<file path="src/verilog/ash_consts.svh">
// constants of the serial host port: field positions, codes, reset values, timing
// assumes inclusion, before any module text, by every file of the port that uses its macros
`ifndef ASH_CONSTS_SVH
`define ASH_CONSTS_SVH

// clock and serial clock timing
`define ASH_CLK_PERIOD_NS    100
`define ASH_SCLK_DIV         8
`define ASH_SCLK_RISE_CNT    3'h3
`define ASH_SCLK_FALL_CNT    3'h7
`define ASH_EXT_SCLK_MAX_KHZ 5000

// instruction byte fields
`define ASH_INSTR_RD_BIT     7
`define ASH_INSTR_CNT_HI     6
`define ASH_INSTR_CNT_LO     5
`define ASH_INSTR_CODE_HI    3
`define ASH_INSTR_CODE_LO    0

// register codes: groups in the upper two bits of the code, and the full data memory code
`define ASH_GRP_CTRL         2'h0
`define ASH_GRP_SETUP_HI     2'h1
`define ASH_GRP_SETUP_LO     2'h2
`define ASH_GRP_RAM          2'h3
`define ASH_CODE_DATA_RAM    4'hc

// byte pointer masks and burst geometry
`define ASH_PTR_MASK_CTRL    4'h1
`define ASH_PTR_MASK_SETUP   4'h3
`define ASH_PTR_MASK_RAM     4'hf
`define ASH_PTR_FIRST        4'h0
`define ASH_PTR_LAST         4'hf
`define ASH_BURST_LEN        5'h10
`define ASH_ONE_BYTE         5'h01

// chip control word fields and reset value
`define ASH_CW_WIRE          0
`define ASH_CW_BITORD        1
`define ASH_CW_BYTEDIR       2
`define ASH_CW_NCH_HI        7
`define ASH_CW_NCH_LO        5
`define ASH_CW_RESET         16'h0000

// channel setup byte fields and reset value
`define ASH_SETUP_PAIR_HI    7
`define ASH_SETUP_PAIR_LO    5
`define ASH_SETUP_BIPOLAR    4
`define ASH_SETUP_MODE_HI    3
`define ASH_SETUP_MODE_LO    2
`define ASH_SETUP_GAIN_HI    1
`define ASH_SETUP_GAIN_LO    0
`define ASH_SETUP_RESET      8'h00
`define ASH_MODE_NORMAL      2'h0
`define ASH_GAIN_UNIT        4'h1

`endif

</file>
<file path="src/verilog/ash_pkg.sv">
// types of the serial host port
// assumes nothing beyond a SystemVerilog compiler
`default_nettype none

package ash_pkg;
  // port phases: instruction byte, then data bytes
  typedef enum logic {ash_instr, ash_data} ash_state_t;
  // channel operating modes
  typedef enum logic [1:0] {ash_normal, ash_cal_offset, ash_cal_pos, ash_cal_neg} ash_op_mode_t;
endpackage

`default_nettype wire

</file>
<file path="src/verilog/ash_cfg_mem.sv">
// eight channel setup bytes, one per logical channel, all visible as registers
// assumes writes and calibration clears come from the port in the same clock domain
`include "ash_consts.svh"
`default_nettype none

module ash_cfg_mem
  import ash_pkg::*;
(
  input  wire logic        clk,
  input  wire logic        resetn,
  input  wire logic        we,
  input  wire logic [2:0]  waddr,
  input  wire logic [7:0]  wdata,
  input  wire logic        clr_mode,
  input  wire logic [2:0]  clr_addr,
  output wire logic [63:0] cfg_all
);

  genvar gi;
  generate
    for (gi = 0; gi < 8; gi++) begin : g_byte
      // host write outranks an auto-return in the same cycle
      wire logic hit_w = we && (waddr == 3'(gi));
      wire logic hit_c = clr_mode && (clr_addr == 3'(gi));
      logic [7:0] cfg_byte;
      // one register per byte keeps a single writer for every bit
      always_ff @(posedge clk or negedge resetn) begin
        if (!resetn) begin
          cfg_byte <= `ASH_SETUP_RESET;
        end else if (hit_w) begin
          cfg_byte <= wdata;
        end else if (hit_c) begin
          cfg_byte[`ASH_SETUP_MODE_HI:`ASH_SETUP_MODE_LO] <= `ASH_MODE_NORMAL;
        end
      end
      assign cfg_all[gi*8 +: 8] = cfg_byte;
    end
  endgenerate

endmodule

`default_nettype wire

</file>
<file path="src/verilog/ash_serial_port.sv">
// serial host port with chip control word, channel setup bytes and status pins
// assumes all pins synchronous to clk; pin levels resolved outside from the enables
`include "ash_consts.svh"
`default_nettype none

module ash_serial_port
  import ash_pkg::*;
(
  input  wire logic         clk,
  input  wire logic         resetn,
  input  wire logic         port_reset_n,
  input  wire logic         clock_mode,
  input  wire logic         cs_n,
  input  wire logic         sclk_in,
  output var  logic         sclk_out,
  output var  logic         sclk_oe,
  input  wire logic         sdio_in,
  output var  logic         sdio_out,
  output var  logic         sdio_oe,
  output var  logic         serial_out_pin,
  output var  logic         serial_out_pin_oe,
  input  wire logic         scan_start,
  input  wire logic         scan_complete,
  input  wire logic         cal_finish,
  input  wire logic [2:0]   cal_chan,
  input  wire logic [127:0] conv_results,
  input  wire logic [2:0]   seq_chan,
  output var  logic         scan_done_n,
  output var  logic         cal_active,
  output var  logic [15:0]  chip_control_word,
  output var  logic [2:0]   seq_input_pair,
  output var  logic         seq_bipolar,
  output var  logic [1:0]   seq_op_mode,
  output var  logic [3:0]   seq_gain
);

  // logical channel index of a setup byte: low block holds channels 1-4, highest byte first
  function automatic logic [2:0] chan_of(input logic [3:0] code, input logic [3:0] ptr);
    chan_of = {code[3:2] == `ASH_GRP_SETUP_HI, ~ptr[1:0]};
  endfunction

  // byte the port sends for a register code and byte pointer
  function automatic logic [7:0] fetch_byte(input logic [3:0] code, input logic [3:0] ptr,
                                            input logic [15:0] cw, input logic [63:0] cfg,
                                            input logic [127:0] conv);
    logic [2:0] ch;
    ch = chan_of(code, ptr);
    case (code[3:2])
      `ASH_GRP_CTRL: fetch_byte = cw[{ptr[0], 3'h0} +: 8];
      `ASH_GRP_SETUP_HI,
      `ASH_GRP_SETUP_LO: fetch_byte = cfg[{ch, 3'h0} +: 8];
      // calibration memories live elsewhere; they read as zero here
      default:       fetch_byte = (code == `ASH_CODE_DATA_RAM) ? conv[{ptr, 3'h0} +: 8] : 8'h00;
    endcase
  endfunction

  // byte pointer wraps inside the addressed register
  function automatic logic [3:0] ptr_mask(input logic [3:0] code);
    case (code[3:2])
      `ASH_GRP_CTRL: ptr_mask = `ASH_PTR_MASK_CTRL;
      `ASH_GRP_RAM:  ptr_mask = `ASH_PTR_MASK_RAM;
      default:       ptr_mask = `ASH_PTR_MASK_SETUP;
    endcase
  endfunction

  // mode field of one logical channel
  function automatic logic [1:0] mode_of(input logic [63:0] cfg, input logic [2:0] ch);
    mode_of = cfg[{ch, 3'(`ASH_SETUP_MODE_LO)} +: 2];
  endfunction

  ash_state_t  state;
  logic [2:0]  div_cnt;
  logic        sclk_prev;
  logic [2:0]  bit_cnt;
  logic [7:0]  rx_byte;
  logic [7:0]  instr;
  logic [4:0]  remain;
  logic [3:0]  ptr;
  logic [7:0]  tx_byte;
  logic [63:0] cfg_all;
  wire logic [7:0] cal_vec;

  // the serial machine and the pin drivers alone see the port reset
  wire logic port_rst_n = resetn & port_reset_n;

  // control word fields
  wire logic       wire3     = chip_control_word[`ASH_CW_WIRE];
  wire logic       lsb_first = chip_control_word[`ASH_CW_BITORD];
  wire logic       ascend    = chip_control_word[`ASH_CW_BYTEDIR];
  wire logic [2:0] nch_m1    = chip_control_word[`ASH_CW_NCH_HI:`ASH_CW_NCH_LO];

  // serial clock events; external edges seen by comparing with the last sample
  wire logic [2:0] next_div_cnt = div_cnt + 3'h1;
  wire logic self_rise = (div_cnt == `ASH_SCLK_RISE_CNT);
  wire logic self_fall = (div_cnt == `ASH_SCLK_FALL_CNT);
  wire logic ext_rise  = sclk_in & ~sclk_prev;
  wire logic ext_fall  = ~sclk_in & sclk_prev;
  // chip select high masks every edge, so the cycle simply waits
  wire logic rise = !cs_n && (clock_mode ? self_rise : ext_rise);
  wire logic fall = !cs_n && (clock_mode ? self_fall : ext_fall);

  // receive path, shift direction from the bit order bit
  wire logic [7:0] next_rx = lsb_first ? {sdio_in, rx_byte[7:1]} : {rx_byte[6:0], sdio_in};
  wire logic       byte_done = rise && (bit_cnt == 3'h7);

  // instruction decode of a freshly received instruction
  wire logic [3:0] new_code  = next_rx[`ASH_INSTR_CODE_HI:`ASH_INSTR_CODE_LO];
  wire logic       new_burst = (new_code[3:2] == `ASH_GRP_RAM);
  wire logic [4:0] new_count = new_burst ? `ASH_BURST_LEN
                             : {3'h0, next_rx[`ASH_INSTR_CNT_HI:`ASH_INSTR_CNT_LO]} + `ASH_ONE_BYTE;
  wire logic [3:0] new_ptr   = new_burst ? (ascend ? `ASH_PTR_FIRST : `ASH_PTR_LAST)
                             : {2'h0, next_rx[1:0]};

  // current cycle decode
  wire logic [3:0] code    = instr[`ASH_INSTR_CODE_HI:`ASH_INSTR_CODE_LO];
  wire logic       is_read = instr[`ASH_INSTR_RD_BIT];
  wire logic [3:0] nxt_ptr = (ascend ? ptr + 4'h1 : ptr - 4'h1) & ptr_mask(code);
  wire logic       in_data = (state == ash_data);
  wire logic       wr_byte = byte_done && in_data && !is_read;
  wire logic       last    = (remain == `ASH_ONE_BYTE);

  // write strobes; the data and calibration memories take no writes here
  wire logic       ctrl_we = wr_byte && (code[3:2] == `ASH_GRP_CTRL);
  wire logic       mem_we  = wr_byte && (code[3:2] == `ASH_GRP_SETUP_HI || code[3:2] == `ASH_GRP_SETUP_LO);
  wire logic [2:0] mem_waddr = chan_of(code, ptr);
  wire logic       burst_done = byte_done && in_data && is_read && last && (code == `ASH_CODE_DATA_RAM);

  // transmit bit for this position of the byte
  wire logic tx_bit = lsb_first ? tx_byte[bit_cnt] : tx_byte[3'h7 - bit_cnt];

  // calibration detection over the active channels only
  genvar gi;
  generate
    for (gi = 0; gi < 8; gi++) begin : g_cal
      assign cal_vec[gi] = (3'(gi) <= nch_m1) && (mode_of(cfg_all, 3'(gi)) != `ASH_MODE_NORMAL);
    end
  endgenerate
  wire logic cal_any = |cal_vec;

  // selected channel for the sequencer
  wire logic [7:0] seq_byte = cfg_all[{seq_chan, 3'h0} +: 8];

  ash_cfg_mem u_cfg (
    .clk      (clk),
    .resetn   (resetn),
    .we       (mem_we),
    .waddr    (mem_waddr),
    .wdata    (next_rx),
    .clr_mode (cal_finish),
    .clr_addr (cal_chan),
    .cfg_all  (cfg_all)
  );

  // free-running divider, so the self clock period never depends on traffic
  always_ff @(posedge clk or negedge resetn) begin
    if (!resetn) begin
      div_cnt  <= 3'h0;
      sclk_out <= 1'b0;
      sclk_oe  <= 1'b0;
    end else begin
      div_cnt  <= next_div_cnt;
      sclk_out <= next_div_cnt[2];
      sclk_oe  <= clock_mode && !cs_n;
    end
  end

  // serial state machine; port reset drops back to waiting for an instruction
  always_ff @(posedge clk or negedge port_rst_n) begin
    if (!port_rst_n) begin
      state     <= ash_instr;
      sclk_prev <= 1'b0;
      bit_cnt   <= 3'h0;
      rx_byte   <= 8'h00;
      instr     <= 8'h00;
      remain    <= 5'h00;
      ptr       <= 4'h0;
      tx_byte   <= 8'h00;
    end else begin
      sclk_prev <= sclk_in;
      if (rise) begin
        bit_cnt <= bit_cnt + 3'h1;
        rx_byte <= next_rx;
      end
      if (byte_done && !in_data) begin
        instr   <= next_rx;
        state   <= ash_data;
        remain  <= new_count;
        ptr     <= new_ptr;
        tx_byte <= fetch_byte(new_code, new_ptr, chip_control_word, cfg_all, conv_results);
      end else if (byte_done) begin
        remain  <= remain - 5'h1;
        ptr     <= nxt_ptr;
        tx_byte <= fetch_byte(code, nxt_ptr, chip_control_word, cfg_all, conv_results);
        if (last) begin
          state <= ash_instr;
        end
      end
    end
  end

  // pin drivers; data launched on the falling edge so the host samples it stable
  always_ff @(posedge clk or negedge port_rst_n) begin
    if (!port_rst_n) begin
      sdio_out          <= 1'b0;
      serial_out_pin    <= 1'b0;
      sdio_oe           <= 1'b0;
      serial_out_pin_oe <= 1'b0;
    end else begin
      if (fall) begin
        sdio_out       <= tx_bit;
        serial_out_pin <= tx_bit;
      end
      sdio_oe           <= !cs_n && in_data && is_read && !wire3;
      serial_out_pin_oe <= !cs_n && in_data && is_read && wire3;
    end
  end

  // control word survives port reset; only the chip reset clears it
  always_ff @(posedge clk or negedge resetn) begin
    if (!resetn) begin
      chip_control_word <= `ASH_CW_RESET;
    end else if (ctrl_we) begin
      chip_control_word[{ptr[0], 3'h0} +: 8] <= next_rx;
    end
  end

  // status pins; a new scan result outranks a read finishing in the same cycle
  always_ff @(posedge clk or negedge resetn) begin
    if (!resetn) begin
      scan_done_n <= 1'b1;
      cal_active  <= 1'b0;
    end else begin
      if (scan_complete) begin
        scan_done_n <= 1'b0;
      end else if (burst_done) begin
        scan_done_n <= 1'b1;
      end
      if (scan_start) begin
        cal_active <= cal_any;
      end
    end
  end

  // per-channel decode handed to the sequencer
  always_ff @(posedge clk or negedge resetn) begin
    if (!resetn) begin
      seq_input_pair <= 3'h0;
      seq_bipolar    <= 1'b0;
      seq_op_mode    <= `ASH_MODE_NORMAL;
      seq_gain       <= `ASH_GAIN_UNIT;
    end else begin
      seq_input_pair <= seq_byte[`ASH_SETUP_PAIR_HI:`ASH_SETUP_PAIR_LO];
      seq_bipolar    <= seq_byte[`ASH_SETUP_BIPOLAR];
      seq_op_mode    <= seq_byte[`ASH_SETUP_MODE_HI:`ASH_SETUP_MODE_LO];
      seq_gain       <= `ASH_GAIN_UNIT << seq_byte[`ASH_SETUP_GAIN_HI:`ASH_SETUP_GAIN_LO];
    end
  end
endmodule

`default_nettype wire

</file>
<file path="config.mk">
export PLATFORM = sky130hd
export DESIGN_NAME = ash_serial_port
export DESIGN_NICKNAME = d
export VERILOG_FILES = /design/src/verilog/ash_pkg.sv /design/src/verilog/ash_cfg_mem.sv /design/src/verilog/ash_serial_port.sv
export VERILOG_INCLUDE_DIRS = /design/src /design/src/verilog
export SDC_FILE = /design/constraint.sdc
export NUM_CORES = 1
export LEC_CHECK = 0
export BUFFER_PORTS_ARGS = -buffer_cell sky130_fd_sc_hd__buf_2
export CAP_MARGIN = 20
export CORE_UTILIZATION = 51
export CTS_CLUSTER_DIAMETER = 50
export DETAILED_ROUTE_END_ITERATION = 8
export PLACE_DENSITY = 0.89
export SLEW_MARGIN = 10
export SYNTH_ARGS = -nofsm -noshare
export SYNTH_HDL_FRONTEND = slang
export SYNTH_SLANG_ARGS = --single-unit
export TNS_END_PERCENT = 100
</file>
<file path="constraint.sdc">
create_clock -name clk -period 3.2 [get_ports clk]
set_input_delay 0.16 -clock clk [delete_from_list [all_inputs] [get_ports clk]]
set_output_delay 0.16 -clock clk [all_outputs]
set_load 0.02 [all_outputs]
</file>
==> impl_metrics.py, run 1 <==
metrics = {
    "run_status": {
        "status": "finished with violations",
        "failed_checks": "negative hold slack",
    },
    "cells_and_area": {
        "layout_common_cells": "buf_2 (176), dfrtp_1 (131), nor2_1 (78)",
        "final_common_cell": "buf_2",
        "drive_above_1_share": 0.360,
        "finish.utilization": 0.637,
        "diodes": 0,
        "final_area_sq_um": 10700,
        "nNetsFinal": 1171,
        "fillerInstances": 1248,
        "syn_to_final_growth_pct": 20.2,
    },
    "die": {
        "fp.dieH_microns": 134,
        "io_pins": 178,
        "core_sq_um": 16800,
        "die_w_microns": 134,
        "initial_core_util": 0.530,
        "rows": 47,
        "die-area_sq_um": 18000,
    },
    "routing": {
        "drt-initial-drc-count": 1154,
        "num_vias": 8561,
        "antenna_left": 0,
        "wire_per_inst_microns": 25.3,
        "via_per_inst": 6.90,
        "routed_wl_microns": 31400,
        "drt-pass1-iter-count": 6,
        "drc": 0,
    },
    "global_routing": {
        "antenna_found_initial": 2,
        "grt_overflow": 0,
        "grt_use_total": 0.357,
        "grt_pass1_vias": 8377,
        "grt_max_degree": 61,
        "grt_pass1_wl_microns": 47800,
    },
    "worst_setup_path": {
        "start_kind": "flop",
        "crit_start": "ptr[1]$_DFFE_PN0P_",
        "reg2reg_from": "ptr[1]$_DFFE_PN0P_",
        "r2r_slack_ns": 0.12,
        "slowest_stage": "fa_1",
        "crit_top_cell": "buf_4",
        "rr_endpoint": "tx_byte[4]$_DFFE_PN0P_",
        "r2r.worst_path.cells": 9,
        "criticalPathCategory": "flop to flop",
        "cp.arrival_ns": 3.40,
        "cp_max_fo": 13,
        "endpoint": "tx_byte[4]$_DFFE_PN0P_",
        "cpPeakStageDelay_ns": 0.48,
        "cp-end-kind": "flop",
        "crit_chain": "inv_1, fa_1, nor2_4, buf_4, buf_4, mux4_2, mux2i_1, o31ai_1, o221a_2",
        "crit_required_ns": 3.52,
    },
    "clock_tree": {
        "cts_tree": "yes",
        "clockBufferDepth": 2,
        "clkSinkCount": 134,
        "h-tree-depth": 4,
        "cts_buffers": 17,
        "path_clk_slew_ns": 0.06,
        "cts_setup_buffers": 0,
        "root_buffer": "clkbuf_16",
        "clock_latency_ns": 0.43,
    },
    "sta": {
        "drv_slew": 0,
        "setup_tns_ns": 0,
        "finalWorstSetupSlack_ns": 0.117,
        "fmax_ghz": 0.324,
        "fin_skew_ns": 0.00876,
        "rsz0062_at_grt": "no",
        "whs_ns": -0.00497,
        "fin_crit_ns": 3.08,
        "min_period_over_period": 0.964,
        "worst_pin_slew_ns": 1.10,
        "finalSetupViolations": 0,
        "finalHoldViolCount": 6,
        "maxSlewHeadroom": 0.248,
    },
    "yosys": {
        "ys_seq_area_frac": 0.377,
        "synth_top_cell_area_share": 0.371,
        "synth-seq-cells": 134,
        "synth.distinct_cells": 68,
        "yosysTopAreaCell": "dfrtp_1",
        "synth_edf_count": 0,
        "synth_area_sq_um": 8910,
        "ys.flop_type": "dfrtp_1",
        "synthArstFlopShare": 1.00,
        "yosys_warnings": 0,
        "ys_top_cells_by_area": "dfrtp_1 (37%), mux4_2 (17%), mux2i_1 (6.4%), mux2_2 (3.7%), nor2_1 (3.3%)",
        "syn_nets": 1002,
        "syn_inst": 839,
        "avgSynthCellArea_sq_um": 10.6,
    },
    "power_and_ir_drop": {
        "power_density_nw_per_um2": 622,
        "irDropWorstVdd_v": 0.000357,
        "power_mw": 6.66,
        "p_leak_nw": 4.76,
    },
    "place": {
        "gp_congestion": 1.04,
        "io_buffer_count": 177,
        "dpl.hpwl_microns": 22500,
        "placed_cell_area_sq_um": 10100,
        "dp_slack_ns": 0.172,
    },
    "flow_run": {
        "drv_cap": 0,
    },
    "hold_path": {
        "hp-class": "input pin to async pin",
    },
}
power by group:
group	switching [mW]	leakage, nW	internal [mW]	total (mW)
Clock	0.809	0.291	1.26	2.06
Combinational	1.45	2.67	1.04	2.49
Sequential	0.239	1.80	1.87	2.11
Yosys cell counts, types with 3 or more instances:
cell type,number
a2111oi_0,4
a211o_1,4
a211oi_1,6
a21oi_1,59
a221o_1,4
a221oi_1,8
a22oi_1,4
and2_1,3
and3_1,8
buf_1,8
buf_2,21
clkbuf_1,34
dfrtp_1,132
ha_1,18
inv_1,19
mux2_2,29
mux2i_1,57
mux4_2,69
nand2_1,74
nand3_1,24
nand4_1,5
nor2_1,79
nor2b_1,11
nor3_1,7
nor3b_1,3
nor4_1,3
o21a_1,7
o21ai_0,47
o21ai_1,10
o21ai_2,8
o221a_2,4
o221ai_1,7
o22ai_1,11
o31ai_1,5
or3_1,4
metal layers:
layer	GRT usage	share of wire	vias up
met4	0.210	0.065	2
met3	0.115	0.13	170
met2	0.574	0.47	730
met1	0.422	0.34	4138
li1	-	-	3521
met5	0	0.00035	-
how the worst min path moves through the flow:
stage	slack (ns)	cells past startpoint	from	end
2_1_floorplan	-0.14	0	resetn	cal_active$_DFFE_PN0P_
3_3_place_gp	0.16	1	resetn	u_cfg.g_byte[6].cfg_byte[7]$_DFFE_PN0P_
3_5_place_dp	0.17	1	resetn	seq_input_pair[2]$_DFF_PN0_
4_1_cts	0.01	2	cs_n	serial_out_pin_oe$_DFF_PN0_
5_1_grt	0.02	2	cs_n	serial_out_pin_oe$_DFF_PN0_
6_report	-0.005	2	port_reset_n	rx_byte[0]$_DFFE_PN0P_
kinds of logic (layout without fill, tap and decap cells):
| logic type | count (synthesis) | after routing | synth area share |
|---|---|---|---|
| compound gates | 208 | 208 | 0.153 |
| simple gates | 231 | 231 | 0.119 |
| mux | 157 | 157 | 0.278 |
| buf+inv | 87 | 269 | 0.0421 |
| fa+ha+maj | 19 | 19 | 0.0275 |
| xor+xnor | 3 | 3 | 0.00295 |
| flops | 134 | 134 | 0.377 |
worst max-delay path, delay by kind of cell (launching register included):
family	cells	cell delay [ns]
compound gates	2	0.36
fa+ha+maj	1	0.48
buf+inv	3	0.76
flops	1	0.43
mux	2	0.58
simple gates	1	0.34
what timing repair did:
action                                 CTS  global route
gates resized for setup                  0             0
hold buffers                             4             0
endpoints found under the hold margin   38             0
metrics by stage:
stage | hold WS, ns | instances
4_1_cts | 0.0135 | 1241
3_5_place_dp | 0.173 | 1205
5_1_grt | 0.0206 | 1241
3_3_place_gp | 0.163 | 1205
6_report | -0.00497 | 1241
2_1_floorplan | -0.136 | 839
area by class of cell:
type	instances	area [sq um]	share of cell area
inverter	20	75.1	0.00701
sequential	134	3360	0.313
tap	220	275	0.0257
clock inverter	13	170	0.0159
clock buffer	19	443	0.0414
multi-input combinational	618	5190	0.485
timing repair buffer	217	1200	0.112
registers in the layout (all words and copies together), names as in the netlist, 4 cells and up:
| signal | count |
|---|---|
| rx_byte | 8 |
| chip_control_word | 16 |
| u_cfg.g_byte.cfg_byte | 64 |
| tx_byte | 8 |
| seq_gain | 4 |
| instr | 5 |
| ptr | 4 |
| remain | 5 |
Power figures use the tool's default switching activity.
==> inputs of run 2 (changes only) <==
--- a/config.mk
+++ b/config.mk
@@ -12,6 +12,7 @@
 export CTS_CLUSTER_DIAMETER = 50
 export DETAILED_ROUTE_END_ITERATION = 8
 export PLACE_DENSITY = 0.89
+export REMOVE_ABC_BUFFERS = 1
 export SLEW_MARGIN = 10
 export SYNTH_ARGS = -nofsm -noshare
 export SYNTH_HDL_FRONTEND = slang
==> run 2 against run 1 <==
The run now ends clean. Power increased by 0.45%. Register-to-register slack improved by 0.05 ns. Flip-flop and latch count unchanged. Cell count decreased by 0.32%. Sequential power about the same. Worst setup slack improved by 0.051 ns. Wire length decreased by 6.7%. Worst hold slack improved by 0.0097 ns. First-iteration DRC count increased by 19%. Global-route usage decreased by 2.3 points. Critical endpoint is now tx_byte[5]$_DFFE_PN0P_.
==> impl_metrics.py, run 2 (same netlist as run 1, synthesis figures left out) <==
metrics = {
    "routing": {
        "drt-pass1-iter-count": 8,
        "via_per_inst": 6.73,
        "antenna_left": 0,
        "drt-initial-drc-count": 1368,
        "num_vias": 8326,
        "drc": 0,
        "wire_per_inst_microns": 23.7,
        "wl_met2_microns": 14100,
        "wl_met1_microns": 10200,
        "top_layer_used": "met4",
        "met3RoutedLength_microns": 3840,
        "routed_wl_microns": 29300,
    },
    "sta": {
        "finalWorstSetupSlack_ns": 0.168,
        "min_period_over_period": 0.948,
        "finalHoldViolCount": 0,
        "finalSetupViolations": 0,
        "rsz0062_at_grt": "no",
        "worst_pin_slew_ns": 0.972,
        "drv_slew": 0,
        "maxSlewHeadroom": 0.352,
        "fin_crit_ns": 3.03,
        "fin_skew_ns": 0.00552,
        "fmax_ghz": 0.330,
    },
    "flow_run": {
        "drv_cap": 0,
    },
    "worst_setup_path": {
        "start_kind": "flop",
        "r2r_slack_ns": 0.17,
        "rr_endpoint": "tx_byte[5]$_DFFE_PN0P_",
        "cp.arrival_ns": 3.35,
        "crit_top_cell": "buf_4",
        "endpoint": "tx_byte[5]$_DFFE_PN0P_",
        "slowest_stage": "fa_1",
        "worst-path-stages": 9,
        "crit_required_ns": 3.51,
        "reg2reg_from": "ptr[1]$_DFFE_PN0P_",
        "criticalPathCategory": "flop to flop",
        "r2r.worst_path.cells": 9,
        "crit_start": "ptr[1]$_DFFE_PN0P_",
        "cp_max_fo": 18,
        "cpPeakStageDelay_ns": 0.49,
        "critPathTopFamily": "buffers and inverters",
        "crit_chain": "inv_1, fa_1, nor2_4, buf_4, buf_4, mux4_2, mux2i_1, o31ai_1, o221a_2",
        "cp-end-kind": "flop",
        "critPathBufInv": 3,
    },
    "place": {
        "placed_cell_area_sq_um": 10000,
        "io_buffer_count": 177,
        "gp_congestion": 1.01,
        "dp_slack_ns": 0.246,
        "dpl.hpwl_microns": 21700,
    },
    "die": {
        "io_pins": 178,
        "die-area_sq_um": 18000,
        "core_sq_um": 16800,
        "initial_core_util": 0.530,
        "die_w_microns": 134,
        "fp.dieH_microns": 134,
        "rows": 47,
    },
    "clock_tree": {
        "cts_buffers": 17,
        "cts_tree": "yes",
        "h-tree-depth": 4,
        "cts_setup_buffers": 0,
        "path_clk_slew_ns": 0.06,
        "clkSinkCount": 134,
        "clockBufferDepth": 2,
        "root_buffer": "clkbuf_16",
        "clock_latency_ns": 0.43,
    },
    "cells_and_area": {
        "finish.utilization": 0.636,
        "reg_top3": "u_cfg.g_byte.cfg_byte: 64 flops, chip_control_word: 16 flops",
        "diodes": 0,
        "largest_reg_flops": 64,
        "final_common_cell": "buf_2",
        "drive_above_1_share": 0.358,
        "final_area_sq_um": 10700,
        "largest-register": "u_cfg.g_byte.cfg_byte",
        "nNetsFinal": 1169,
        "layout_common_cells": "buf_2 (176), dfrtp_1 (131), nor2_1 (78)",
        "syn_to_final_growth_pct": 20.1,
    },
    "global_routing": {
        "grt_max_degree": 75,
        "grt_use_total": 0.334,
        "grt_pass1_wl_microns": 45000,
        "grt_pass1_vias": 8236,
        "antenna_found_initial": 0,
        "grt_overflow": 0,
    },
    "power_and_ir_drop": {
        "power_density_nw_per_um2": 625,
        "p_leak_nw": 4.76,
        "irDropWorstVdd_v": 0.000619,
    },
    "run_status": {
        "status": "completed",
    },
    "hold_path": {
        "hp-class": "input pin to async pin",
    },
}
==> run 2: per-stage QoR <==
step	setup TNS, ns	total power, mW	std cells	hold WS (ns)
2_1_floorplan	-28.98	3.64	772	-0.136
3_3_place_gp	0	4.43	1203	0.0869
3_5_place_dp	0	4.51	1203	0.0854
4_1_cts	0	6.58	1237	0.0190
5_1_grt	0	6.92	1237	0.0510
6_report	0	6.69	1237	0.00476
==> run 2: how the worst min path moves through the flow <==
stage	endpoint	slack [ns]	cells after the start
floorplan	cal_active$_DFFE_PN0P_	-0.14	0
global placement	seq_input_pair[1]$_DFF_PN0_	0.09	1
detailed placement	seq_input_pair[1]$_DFF_PN0_	0.09	1
CTS	serial_out_pin_oe$_DFF_PN0_	0.02	2
global route	serial_out_pin_oe$_DFF_PN0_	0.05	2
finish	remain[0]$_DFFE_PN0P_	0.005	2
==> run 2: layout make-up <==
class                           instances  area (sq um)
Clock inverter                          9           150
Sequential cell                       134          3360
Timing Repair Buffer                  215          1180
Tap cell                              220           275
Fill cell                            1275          6120
Multi-Input combinational cell        618          5190
Inverter                               20          75.1
Clock buffer                           21           470
==> run 2: routing by layer <==
metal / track usage / vias up
met5: 0 / -
met4: 0.136 / 0
li1: - / 3514
met1: 0.425 / 4052
met3: 0.112 / 130
met2: 0.525 / 630
==> run 2: power by group <==
group	internal [mW]	switching [mW]
Clock	1.35	0.727
Sequential	1.87	0.228
Combinational	1.04	1.47
==> run 2: worst reg2reg max path, stage by stage (launching register included) <==
cell and delay, ns:
dfrtp_1 0.43, inv_1 0.19, fa_1 0.49, nor2_4 0.25
buf_4 0.36, buf_4 0.31, mux4_2 0.34, mux2i_1 0.22
o31ai_1 0.09, o221a_2 0.26
==> run 2: what timing repair did <==
action,in CTS,in global routing
setup endpoints to repair,0,1
endpoints found under the hold margin,25,0
gates resized for setup,0,1
hold buffers,4,0
